$ cat src/common/mrp_defines.vh
// Shared constants for the region programming alias block
`ifndef MRP_DEFINES_VH
`define MRP_DEFINES_VH

// Register byte offsets within the block's window
`define MRP_OFS_BASE 12'h000
`define MRP_OFS_ATTR 12'h004
`define MRP_OFS_RNUM 12'h008
`define MRP_OFS_W 12

// AHB-Lite encodings
`define MRP_HSIZE_BYTE 3'h0
`define MRP_HSIZE_HALF 3'h1
`define MRP_HSIZE_WORD 3'h2
`define MRP_HTRANS_ACT 1
`define MRP_RESP_OKAY 1'b0
`define MRP_LANES_ALL 4'hF
`define MRP_LANES_LO 4'h3
`define MRP_LANES_HI 4'hC
`define MRP_LANES_ONE 4'h1
`define MRP_LANES_NONE 4'h0

// Base register fields
`define MRP_RB_VALID 4
`define MRP_RB_REG_HI 3
`define MRP_RB_REG_LO 0
`define MRP_RB_ADDR_LO 5

// Attribute register fields
`define MRP_RA_XN 28
`define MRP_RA_SRD_HI 15
`define MRP_RA_SRD_LO 8
`define MRP_RA_SIZE_HI 5
`define MRP_RA_SIZE_LO 1
`define MRP_RA_EN 0
// Writable bits: 28, 26..24, 21..16, 15..8, 5..0
`define MRP_RA_RW_MASK 32'h173FFF3F

// Size decoding
`define MRP_N_OFFSET 6'h01
`define MRP_SUB_SHIFT 6'h03
`define MRP_SUB_MIN_N 6'h08

// Reset values and fill patterns
`define MRP_RST_BASE 27'h0000000
`define MRP_RST_ATTR 32'h00000000
`define MRP_RST_RNUM 4'h0
`define MRP_RST_DATA 32'h00000000
`define MRP_ONES 32'hFFFFFFFF
`define MRP_ZERO 32'h00000000

`endif

$ cat src/core/mrp_region.v
// One protection region: descriptor storage and address match
`timescale 1ns/10ps
`include "mrp_defines.vh"
module mrp_region #(
   parameter [3:0] REGION_ID = 4'h0
) (
   // Clock and reset
   input wire hclk,
   input wire hresetn,
   // Committed write from the bus slave
   input wire wr_base,
   input wire wr_attr,
   input wire [3:0] wr_be,
   input wire [3:0] wr_target,
   input wire [31:0] wdata,
   // Address under check
   input wire [31:0] chk_addr,
   // Read back and match results
   output wire [31:0] base_rd,
   output wire [31:0] attr_rd,
   output wire hit,
   output wire no_execute
);

   reg [31:`MRP_RB_ADDR_LO] base_reg;
   reg [31:0] attr_reg;
   wire mine;
   wire [31:0] lane;
   wire [31:0] base_full;
   wire [31:0] base_new;
   wire [4:0] size;
   wire [5:0] n_bits;
   wire [31:0] amask;
   wire [31:0] base_eff;
   wire [7:0] subregion_disable_mask;
   wire [5:0] sub_sh;
   wire [31:0] sub_pos;
   wire in_region;
   wire sub_ok;

   // Byte-lane merge of a write into stored bits
   function [31:0] merge;
      input [31:0] old_val;
      input [31:0] new_val;
      input [31:0] msk;
      begin
         merge = (old_val & ~msk) | (new_val & msk);
      end
   endfunction

   // Write decode
   assign mine = (wr_target == REGION_ID);
   assign lane = {{8{wr_be[3]}}, {8{wr_be[2]}}, {8{wr_be[1]}}, {8{wr_be[0]}}};
   assign base_full = {base_reg, {`MRP_RB_ADDR_LO{1'b0}}};
   assign base_new = merge(base_full, wdata, lane);

   // Descriptor storage; halves are written independently
   always @(posedge hclk or negedge hresetn) begin
      if (!hresetn) begin
         base_reg <= `MRP_RST_BASE;
         attr_reg <= `MRP_RST_ATTR;
      end else begin
         if (wr_base && mine) begin
            base_reg <= base_new[31:`MRP_RB_ADDR_LO];
         end
         if (wr_attr && mine) begin
            // Every defined field kept exactly as written
            attr_reg <= merge(attr_reg, wdata, lane & `MRP_RA_RW_MASK);
         end
      end
   end

   // Size to address mask: span is two to the power size plus one
   assign size = attr_reg[`MRP_RA_SIZE_HI:`MRP_RA_SIZE_LO];
   assign n_bits = {1'b0, size} + `MRP_N_OFFSET;
   // Shift of 32 empties the mask, so a 4 GB region ignores base
   assign amask = `MRP_ONES << n_bits;
   assign base_eff = base_full & amask;
   assign in_region = ((chk_addr & amask) == base_eff);

   // Subregion pick: top three bits below N; small regions have none
   assign subregion_disable_mask = attr_reg[`MRP_RA_SRD_HI:`MRP_RA_SRD_LO];
   assign sub_sh = n_bits - `MRP_SUB_SHIFT;
   assign sub_pos = chk_addr >> sub_sh;
   assign sub_ok = (n_bits < `MRP_SUB_MIN_N) | ~subregion_disable_mask[sub_pos[2:0]];

   // Match and read back
   assign hit = attr_reg[`MRP_RA_EN] & in_region & sub_ok;
   assign no_execute = attr_reg[`MRP_RA_XN];
   assign base_rd = base_eff;
   assign attr_rd = attr_reg;

endmodule // mrp_region

$ cat src/core/mrp_alias_top.v
// Region programming alias pair with AHB-Lite slave and fetch check
//
// Operation
// - Each subregion mask bit disables its subregion when 1, enables when 0; regions below 256 bytes ignore the mask.
// - Region span is two to the power of size field plus one.
// - All-ones size covers whole map from zero, base ignored.
// - Base address occupies bits 31 down to log2 of region size.
// - Base write with valid 0 updates base of the selected region.
// - Base write with valid 1 reselects region first, then updates it.
// - Valid bit of the base register always reads zero.
// - Region field of base register reads the current selector.
// - Base register: valid at bit 4, region number at bits 3..0.
// - No-execute set blocks instruction fetches where the region is the highest-numbered enabled match.
// - Attribute register accepts word and halfword writes independently.
// - Upper half holds no-execute, permission, type extension, S, C, B.
// - Lower half holds subregion mask, size field and region enable.
// - Attribute writes go to the selected region; enable activates it.
`timescale 1ns/10ps
`include "mrp_defines.vh"
module mrp_alias_top #(
   // At most 16: the selector and region field are four bits wide
   parameter NUM_REGIONS = 8
) (
   // Clock and reset
   input wire hclk,
   input wire hresetn,
   // AHB-Lite slave, address phase
   input wire hsel,
   input wire [31:0] haddr,
   input wire [1:0] htrans,
   input wire hwrite,
   input wire [2:0] hsize,
   input wire hready,
   // AHB-Lite slave, data phase
   input wire [31:0] hwdata,
   output wire [31:0] hrdata,
   output wire hreadyout,
   output wire hresp,
   // Instruction fetch check
   input wire fetch_req,
   input wire [31:0] fetch_addr,
   output wire fetch_done,
   output wire fetch_hit,
   output wire fetch_blocked,
   output wire [3:0] fetch_region,
   // Region state
   output wire [NUM_REGIONS-1:0] region_active
);

   // Bus slave states
   localparam [2:0] ST_IDLE = 3'b001;
   localparam [2:0] ST_WDATA = 3'b010;
   localparam [2:0] ST_RWAIT = 3'b100;
   // Region count cut to the selector compare width on purpose
   localparam [31:0] NUM_WIDE = NUM_REGIONS;
   localparam [4:0] NUM_LIMIT = NUM_WIDE[4:0];

   // Bus slave registers
   reg [2:0] state_reg;
   reg [2:0] state_next;
   reg hreadyout_reg;
   reg hreadyout_next;
   reg hresp_reg;
   reg [31:0] hrdata_reg;
   reg ph_base_reg;
   reg ph_attr_reg;
   reg ph_rnum_reg;
   reg [3:0] ph_be_reg;

   // Region number selector
   reg [3:0] rnum_reg;
   reg [3:0] rnum_next;

   // Fetch check registers
   reg fetch_done_reg;
   reg fetch_hit_reg;
   reg fetch_blocked_reg;
   reg [3:0] fetch_region_reg;
   reg [NUM_REGIONS-1:0] region_active_reg;

   // Combinational helpers
   reg [31:0] rd_value;
   reg [3:0] win;
   reg win_any;
   reg win_xn;
   // Separate loop indices so no variable is shared between processes
   integer i;
   integer j;

   wire take;
   wire commit;
   wire wvalid;
   wire wr_base;
   wire wr_attr;
   wire [3:0] wr_target;
   wire [3:0] aph_be;
   wire sel_ok;
   wire [3:0] sel_idx;
   wire [31:0] sel_base;
   wire [31:0] sel_attr;
   wire [32*NUM_REGIONS-1:0] base_bus;
   wire [32*NUM_REGIONS-1:0] attr_bus;
   wire [NUM_REGIONS-1:0] hit_vec;
   wire [NUM_REGIONS-1:0] xn_vec;

   // Byte lanes of a transfer from size and low address bits
   function [3:0] lanes;
      input [2:0] sz;
      input [1:0] a;
      begin
         case (sz)
            `MRP_HSIZE_BYTE: lanes = `MRP_LANES_ONE << a;
            `MRP_HSIZE_HALF: lanes = a[1] ? `MRP_LANES_HI : `MRP_LANES_LO;
            `MRP_HSIZE_WORD: lanes = `MRP_LANES_ALL;
            default: lanes = `MRP_LANES_NONE;
         endcase
      end
   endfunction

   // Word match of an address against a register offset
   function word_is;
      input [31:0] a;
      input [`MRP_OFS_W-1:0] ofs;
      begin
         word_is = (a[`MRP_OFS_W-1:2] == ofs[`MRP_OFS_W-1:2]);
      end
   endfunction

   // Register map inside the 4 KB window, one word each:
   //   base word: address bits above N, valid bit, region field
   //   attribute word: upper half attributes, lower half size, enable
   //   selector word: region number in the low four bits
   // Unused words read zero and drop writes; the window repeats
   // because only the low address bits are decoded

   // Address phase is taken only while the bus is ready
   assign take = hsel & htrans[`MRP_HTRANS_ACT] & hready;
   assign aph_be = lanes(hsize, haddr[1:0]);
   assign commit = (state_reg == ST_WDATA);

   // Slave sequencing: writes need no wait, reads insert one wait so
   // that a read right behind a write sees the committed value
   always @* begin
      state_next = state_reg;
      hreadyout_next = hreadyout_reg;
      case (state_reg)
         ST_IDLE, ST_WDATA: begin
            if (take && hwrite) begin
               state_next = ST_WDATA;
               hreadyout_next = 1'b1;
            end else if (take) begin
               state_next = ST_RWAIT;
               hreadyout_next = 1'b0;
            end else begin
               state_next = ST_IDLE;
               hreadyout_next = 1'b1;
            end
         end
         ST_RWAIT: begin
            state_next = ST_IDLE;
            hreadyout_next = 1'b1;
         end
         default: begin
            state_next = ST_IDLE;
            hreadyout_next = 1'b1;
         end
      endcase
   end

   // Slave state and captured address phase
   always @(posedge hclk or negedge hresetn) begin
      if (!hresetn) begin
         state_reg <= ST_IDLE;
         hreadyout_reg <= 1'b1;
         hresp_reg <= `MRP_RESP_OKAY;
         ph_base_reg <= 1'b0;
         ph_attr_reg <= 1'b0;
         ph_rnum_reg <= 1'b0;
         ph_be_reg <= `MRP_LANES_NONE;
      end else begin
         state_reg <= state_next;
         hreadyout_reg <= hreadyout_next;
         hresp_reg <= `MRP_RESP_OKAY;
         if (take) begin
            // Unmapped words decode to nothing: write dropped, read zero
            ph_base_reg <= word_is(haddr, `MRP_OFS_BASE);
            ph_attr_reg <= word_is(haddr, `MRP_OFS_ATTR);
            ph_rnum_reg <= word_is(haddr, `MRP_OFS_RNUM);
            ph_be_reg <= aph_be;
         end else if (state_reg != ST_RWAIT) begin
            ph_base_reg <= 1'b0;
            ph_attr_reg <= 1'b0;
            ph_rnum_reg <= 1'b0;
            ph_be_reg <= `MRP_LANES_NONE;
         end
      end
   end

   // A valid base write reselects from the written region field,
   // otherwise the write lands in the current selection
   assign wvalid = commit & ph_base_reg & ph_be_reg[0] &
                   hwdata[`MRP_RB_VALID];
   assign wr_target = wvalid ?
                      hwdata[`MRP_RB_REG_HI:`MRP_RB_REG_LO] :
                      rnum_reg;
   assign wr_base = commit & ph_base_reg;
   assign wr_attr = commit & ph_attr_reg;

   // Selector next value; the selector word takes only byte lane 0,
   // the same lane that carries the region field in the base word
   always @* begin
      rnum_next = rnum_reg;
      if (wvalid) begin
         rnum_next = hwdata[`MRP_RB_REG_HI:`MRP_RB_REG_LO];
      end else if (commit && ph_rnum_reg && ph_be_reg[0]) begin
         rnum_next = hwdata[`MRP_RB_REG_HI:`MRP_RB_REG_LO];
      end
   end

   // Selector register
   always @(posedge hclk or negedge hresetn) begin
      if (!hresetn) begin
         rnum_reg <= `MRP_RST_RNUM;
      end else begin
         rnum_reg <= rnum_next;
      end
   end

   // Region descriptors
   genvar gi;
   generate
      for (gi = 0; gi < NUM_REGIONS; gi = gi + 1) begin : g_region
         // Region number cut to the four-bit field on purpose
         localparam [31:0] GID_WIDE = gi;
         localparam [3:0] GID = GID_WIDE[3:0];
         mrp_region #(
            .REGION_ID(GID)
         ) u_region (
            .hclk(hclk),
            .hresetn(hresetn),
            .wr_base(wr_base),
            .wr_attr(wr_attr),
            .wr_be(ph_be_reg),
            .wr_target(wr_target),
            .wdata(hwdata),
            .chk_addr(fetch_addr),
            .base_rd(base_bus[gi*32 +: 32]),
            .attr_rd(attr_bus[gi*32 +: 32]),
            .hit(hit_vec[gi]),
            .no_execute(xn_vec[gi])
         );
      end
   endgenerate

   // Selected region; a selector beyond the implemented set reads zero
   assign sel_ok = ({1'b0, rnum_reg} < NUM_LIMIT);
   assign sel_idx = sel_ok ? rnum_reg : `MRP_RST_RNUM;
   assign sel_base = sel_ok ? base_bus[sel_idx*32 +: 32] : `MRP_ZERO;
   assign sel_attr = sel_ok ? attr_bus[sel_idx*32 +: 32] : `MRP_ZERO;

   // Read mux; base reads follow the current size, so stray low
   // bits of a misaligned base never show
   always @* begin
      rd_value = `MRP_ZERO;
      if (ph_base_reg) begin
         rd_value[31:`MRP_RB_ADDR_LO] = sel_base[31:`MRP_RB_ADDR_LO];
         rd_value[`MRP_RB_VALID] = 1'b0;
         rd_value[`MRP_RB_REG_HI:`MRP_RB_REG_LO] = rnum_reg;
      end else if (ph_attr_reg) begin
         rd_value = sel_attr;
      end else if (ph_rnum_reg) begin
         rd_value[`MRP_RB_REG_HI:`MRP_RB_REG_LO] = rnum_reg;
      end
   end

   // Read data is registered in the wait cycle and held afterwards
   always @(posedge hclk or negedge hresetn) begin
      if (!hresetn) begin
         hrdata_reg <= `MRP_RST_DATA;
      end else if (state_reg == ST_RWAIT) begin
         hrdata_reg <= rd_value;
      end
   end

   // Highest numbered matching region wins, so a later region can
   // carve an exception out of a larger one below it
   always @* begin
      win = `MRP_RST_RNUM;
      win_any = 1'b0;
      win_xn = 1'b0;
      for (i = 0; i < NUM_REGIONS; i = i + 1) begin
         if (hit_vec[i]) begin
            win = i[3:0];
            win_any = 1'b1;
            win_xn = xn_vec[i];
         end
      end
   end

   // Fetch verdict one cycle after the request; addresses outside
   // every enabled region are left to the default map, so not blocked
   always @(posedge hclk or negedge hresetn) begin
      if (!hresetn) begin
         fetch_done_reg <= 1'b0;
         fetch_hit_reg <= 1'b0;
         fetch_blocked_reg <= 1'b0;
         fetch_region_reg <= `MRP_RST_RNUM;
      end else begin
         fetch_done_reg <= fetch_req;
         if (fetch_req) begin
            fetch_hit_reg <= win_any;
            fetch_blocked_reg <= win_any & win_xn;
            fetch_region_reg <= win;
         end
      end
   end

   // Enabled regions shown to the rest of the unit
   always @(posedge hclk or negedge hresetn) begin
      if (!hresetn) begin
         region_active_reg <= {NUM_REGIONS{1'b0}};
      end else begin
         for (j = 0; j < NUM_REGIONS; j = j + 1) begin
            region_active_reg[j] <= attr_bus[j*32 + `MRP_RA_EN];
         end
      end
   end

   // Output drive
   assign hrdata = hrdata_reg;
   assign hreadyout = hreadyout_reg;
   assign hresp = hresp_reg;
   assign fetch_done = fetch_done_reg;
   assign fetch_hit = fetch_hit_reg;
   assign fetch_blocked = fetch_blocked_reg;
   assign fetch_region = fetch_region_reg;
   assign region_active = region_active_reg;

endmodule // mrp_alias_top

$ cat config.mk
export PLATFORM = sky130hd
export DESIGN_NAME = mrp_alias_top
export DESIGN_NICKNAME = d
export VERILOG_FILES = /design/src/core/mrp_region.v /design/src/core/mrp_alias_top.v
export VERILOG_INCLUDE_DIRS = /design/src /design/src/common
export SDC_FILE = /design/constraint.sdc
export NUM_CORES = 2
export LEC_CHECK = 0
export BUFFER_PORTS_ARGS = -buffer_cell sky130_fd_sc_hd__buf_2
export CAP_MARGIN = 15
export CORE_UTILIZATION = 53
export CTS_CLUSTER_DIAMETER = 30
export DETAILED_ROUTE_END_ITERATION = 10
export PLACE_DENSITY = 0.81
export REMOVE_ABC_BUFFERS = 1
export SYNTH_ARGS = -nofsm -noshare
export SYNTH_HDL_FRONTEND = slang
export SYNTH_SLANG_ARGS = --single-unit
$ cat constraint.sdc
create_clock -name hclk -period 5.52 [get_ports hclk]
set_input_delay 0 -clock hclk [delete_from_list [all_inputs] [get_ports hclk]]
set_output_delay 0 -clock hclk [all_outputs]
set_load 0.02 [all_outputs]
==> out/qor.csv <==
metric,value,unit
power_density,259.7,nW/um2
min_path_type,in -> reg,
sequential_cell_area,11750,um2
drtAntennaViolNets,0,
run_status,completed,
cp_slowest_cell,a21oi_1,
grt_usage,0.4732,
initial_standard_cell_utilization_of_the_core,0.5357,
cellInternalPower,8475,uW
netlist-cell-type-count,112,
synthCells,3897,
crit_path_start_kind,flip-flop,
hpwl,116000,um
floorplan.die.width,268.3,um
core.rowCount,97,
synthTopCellsByArea,"dfrtp_1 31%, mux2_2 12%, mux4_2 9.8%",
tightestPinTransition,1.239,ns
core_area,70150,um2
routabilityCongestion,1.086,
crit_chain,"inv_1, ha_1, a21oi_1, a2111oi_2, a21oi_1, mux2i_1, a41oi_1, o32ai_1, mux4_2, mux2i_1, o21a_1, nor3_1, a21boi_1, o21ai_1, o21ai_2",
drive_gt1_frac,0.2705,
mostFrequentLayoutCell,dfrtp_1,
cts_buffer_depth,3,
sw_frac_of_total,0.2543,
antenna_found_initial,10,
final_standard_cell_area_without_fillers,43770,um2
port-buffer-count,132,
layout.nets,4135,
multi_input_comb_area,24240,um2
max-slew-margin-rel,0.1679,
max_freq,187.9,MHz
post-route-period-util,0.9640,
cts_buffers,111,
route.detailed.wl_per_inst,34.15,um
timing.critical_path.buf_inv,1,
critPathKind,reg -> reg,
placement.cell_area,39110,um2
most_used_flip_flop_cell_after_synthesis,dfrtp_1,
vias_per_cell,7.385,
cellLeakagePower,0.01898,uW
yosysWarningCount,0,
num_vias,37070,
die_h,268.3,um
critPathTopFamily,compound AO/OA/AOI/OAI gates,
synthArstFlopShare,1.000,
die_outline_area,71980,um2
min_setup_slack_post_route,0.1990,ns
synthesized_area_per_cell,9.644,um2
grt_pass1_wl,243800,um
netSwitchingPower,2890,uW
final_cell_mix,"464 x dfrtp_1, 416 x nand2_1, 415 x mux2_2",
synth.yosys.seq_area_share,0.3123,
ioPinCount,156,
setup-violations-final,0,
synthDominantAreaCellType,dfrtp_1,
clkSlewWorstSetupHoldPaths,0.06,ns
cp.arrival,5.96,ns
portion_of_total_power_attributed_to_the_clock_network,0.625,
fill_cells,5663,
ys_ff_latch,469,
tritoncts,done,
grt_pass1_vias,35410,
first_iter_violations,5688,
power.share.combinational,0.071,
global_route.overflow_total,0,
critical_path.endpoint_type,flip-flop,
mappedNetlistArea,37580,um2
worstPathMaxFanout,11,
final_critical_path_time_including_i_o_delays_and_setup,5.321,ns
synth_top_cell_area_share,0.3109,
critical_path_required,6.16,ns
final_hold_viol_count,0,
cts_h_tree_depth,3,
rsz_0062_raised_after_global_routing,false,
cts.sink_count,469,
share_seq_of_total_power,0.304,
preCtsSetupSlack,0.5305,ns
instances_no_fill,5020,
ir_worst_vdd,257.7,uV
synth_edf_count,0,
clk_latency,0.72,ns
detail_route.first_pass.iterations,10,
cpPeakStageDelay,0.66,ns
drc_errors,0,
drt_wl_total,171400,um
post-place-cells,4750,
drv_cap,0,
fin_tns_setup,0,ns
clk_root_buffer_cell,clkbuf_16,
holdWs,0.02701,ns
largest_net_degree_at_the_start_of_global_routing,176,
drv_slew,0,
area_growth_syn_to_layout,16.46,%
clock_skew,0.08318,ns
==> final cells by class <==
| cell class | count | share of cell area |
|---|---|---|
| clock inverter | 73 | 0.02493 |
| clock buffer | 134 | 0.06772 |
| antenna | 6 | 0.0003430 |
| sequential | 469 | 0.2683 |
| timing repair buffer | 318 | 0.05194 |
| tap | 940 | 0.02687 |
| multi-input combinational | 3011 | 0.5539 |
| inverter | 69 | 0.005917 |
==> worst paths after layout <==
path	from	end	slack (ns)	cells past startpoint
hold / removal	hsel	ph_attr_reg$_DFFE_PN0P_	0.03	5
hold reg to reg	hrdata[0]$_DFFE_PN0N_	hrdata[0]$_DFFE_PN0N_	0.47	2
setup / recovery	flip-flop	fetch_blocked$_DFFE_PN0P_	0.20	15
setup reg to reg	flip-flop	fetch_blocked$_DFFE_PN0P_	0.20	15
min in group asynchronous	hresetn	asynchronous set/reset pin	0.31	3
max in group asynchronous	hresetn	hrdata[10]$_DFFE_PN0N_	3.90	4
==> stage by stage <==
step           utilization  power (uW)
6_report            0.6239       11360
5_1_grt             0.6237       11540
4_1_cts             0.6234       11290
3_5_place_dp        0.5575        4230
3_3_place_gp        0.5575        4224
2_1_floorplan            -        3759
==> cell families after synthesis <==
group,Yosys count,share of synthesized area
and+or+nand+nor,1067,0.1339
AOI/OAI and AO/OA,914,0.1659
muxes,736,0.2677
DFF,469,0.3123
buffers and inverters,418,0.04491
xor gates and xnor gates,241,0.05839
adders and majority gates,51,0.01678
other,1,0.00009978
==> routing by layer <==
| layer | GRT usage | vias up | share of wire |
|---|---|---|---|
| li1 | - | 14840 | - |
| met1 | 0.5974 | 17920 | 0.36 |
| met2 | 0.6306 | 3334 | 0.39 |
| met3 | 0.1990 | 973 | 0.16 |
| met4 | 0.3719 | 12 | 0.098 |
| met5 | 0.01149 | - | 0.0011 |
==> repair_timing <==
| item | in CTS | in global routing |
|---|---|---|
| setup endpoints to repair | 0 | 1 |
| buffers inserted | 0 | 0 |
| endpoints found under the hold margin | 389 | 0 |
| hold buffers | 55 | 0 |
| resized for setup | 0 | 1 |
==> power by group through the flow <==
| stage | clock network [uW] | registers, uW | logic, uW |
|---|---|---|---|
| after floorplan | 0 | 3510 | 245 |
| after detailed placement | 0 | 3510 | 719 |
| after global routing | 7280 | 3460 | 810 |
| final | 7100 | 3460 | 810 |
| after global placement | 0 | 3510 | 713 |
| after CTS | 7080 | 3460 | 752 |
==> worst reg2reg max path, delay by kind of cell, from the launching register on <==
kind,cells,cell delay (ns)
buf+inv,1,0.25
simple gates,1,0.10
compound gates,9,2.58
flops,1,0.56
fa+ha+maj,1,0.47
mux,3,1.31
==> Yosys cell counts (all sizes together), types with 35 or more instances <==
library cell / n
dfrtp: 467
mux2: 429
nand2: 417
clkbuf: 251
o21ai: 221
nor2: 188
mux4: 170
nand3: 162
a21oi: 152
mux2i: 137
xnor2: 122
xor2: 117
buf: 98
inv: 66
a31oi: 64
nor3: 59
a311oi: 52
o211ai: 51
ha: 48
o22ai: 43
nor2b: 39
nand2b: 35
Note: power is estimated with default switching activity, not from simulation.
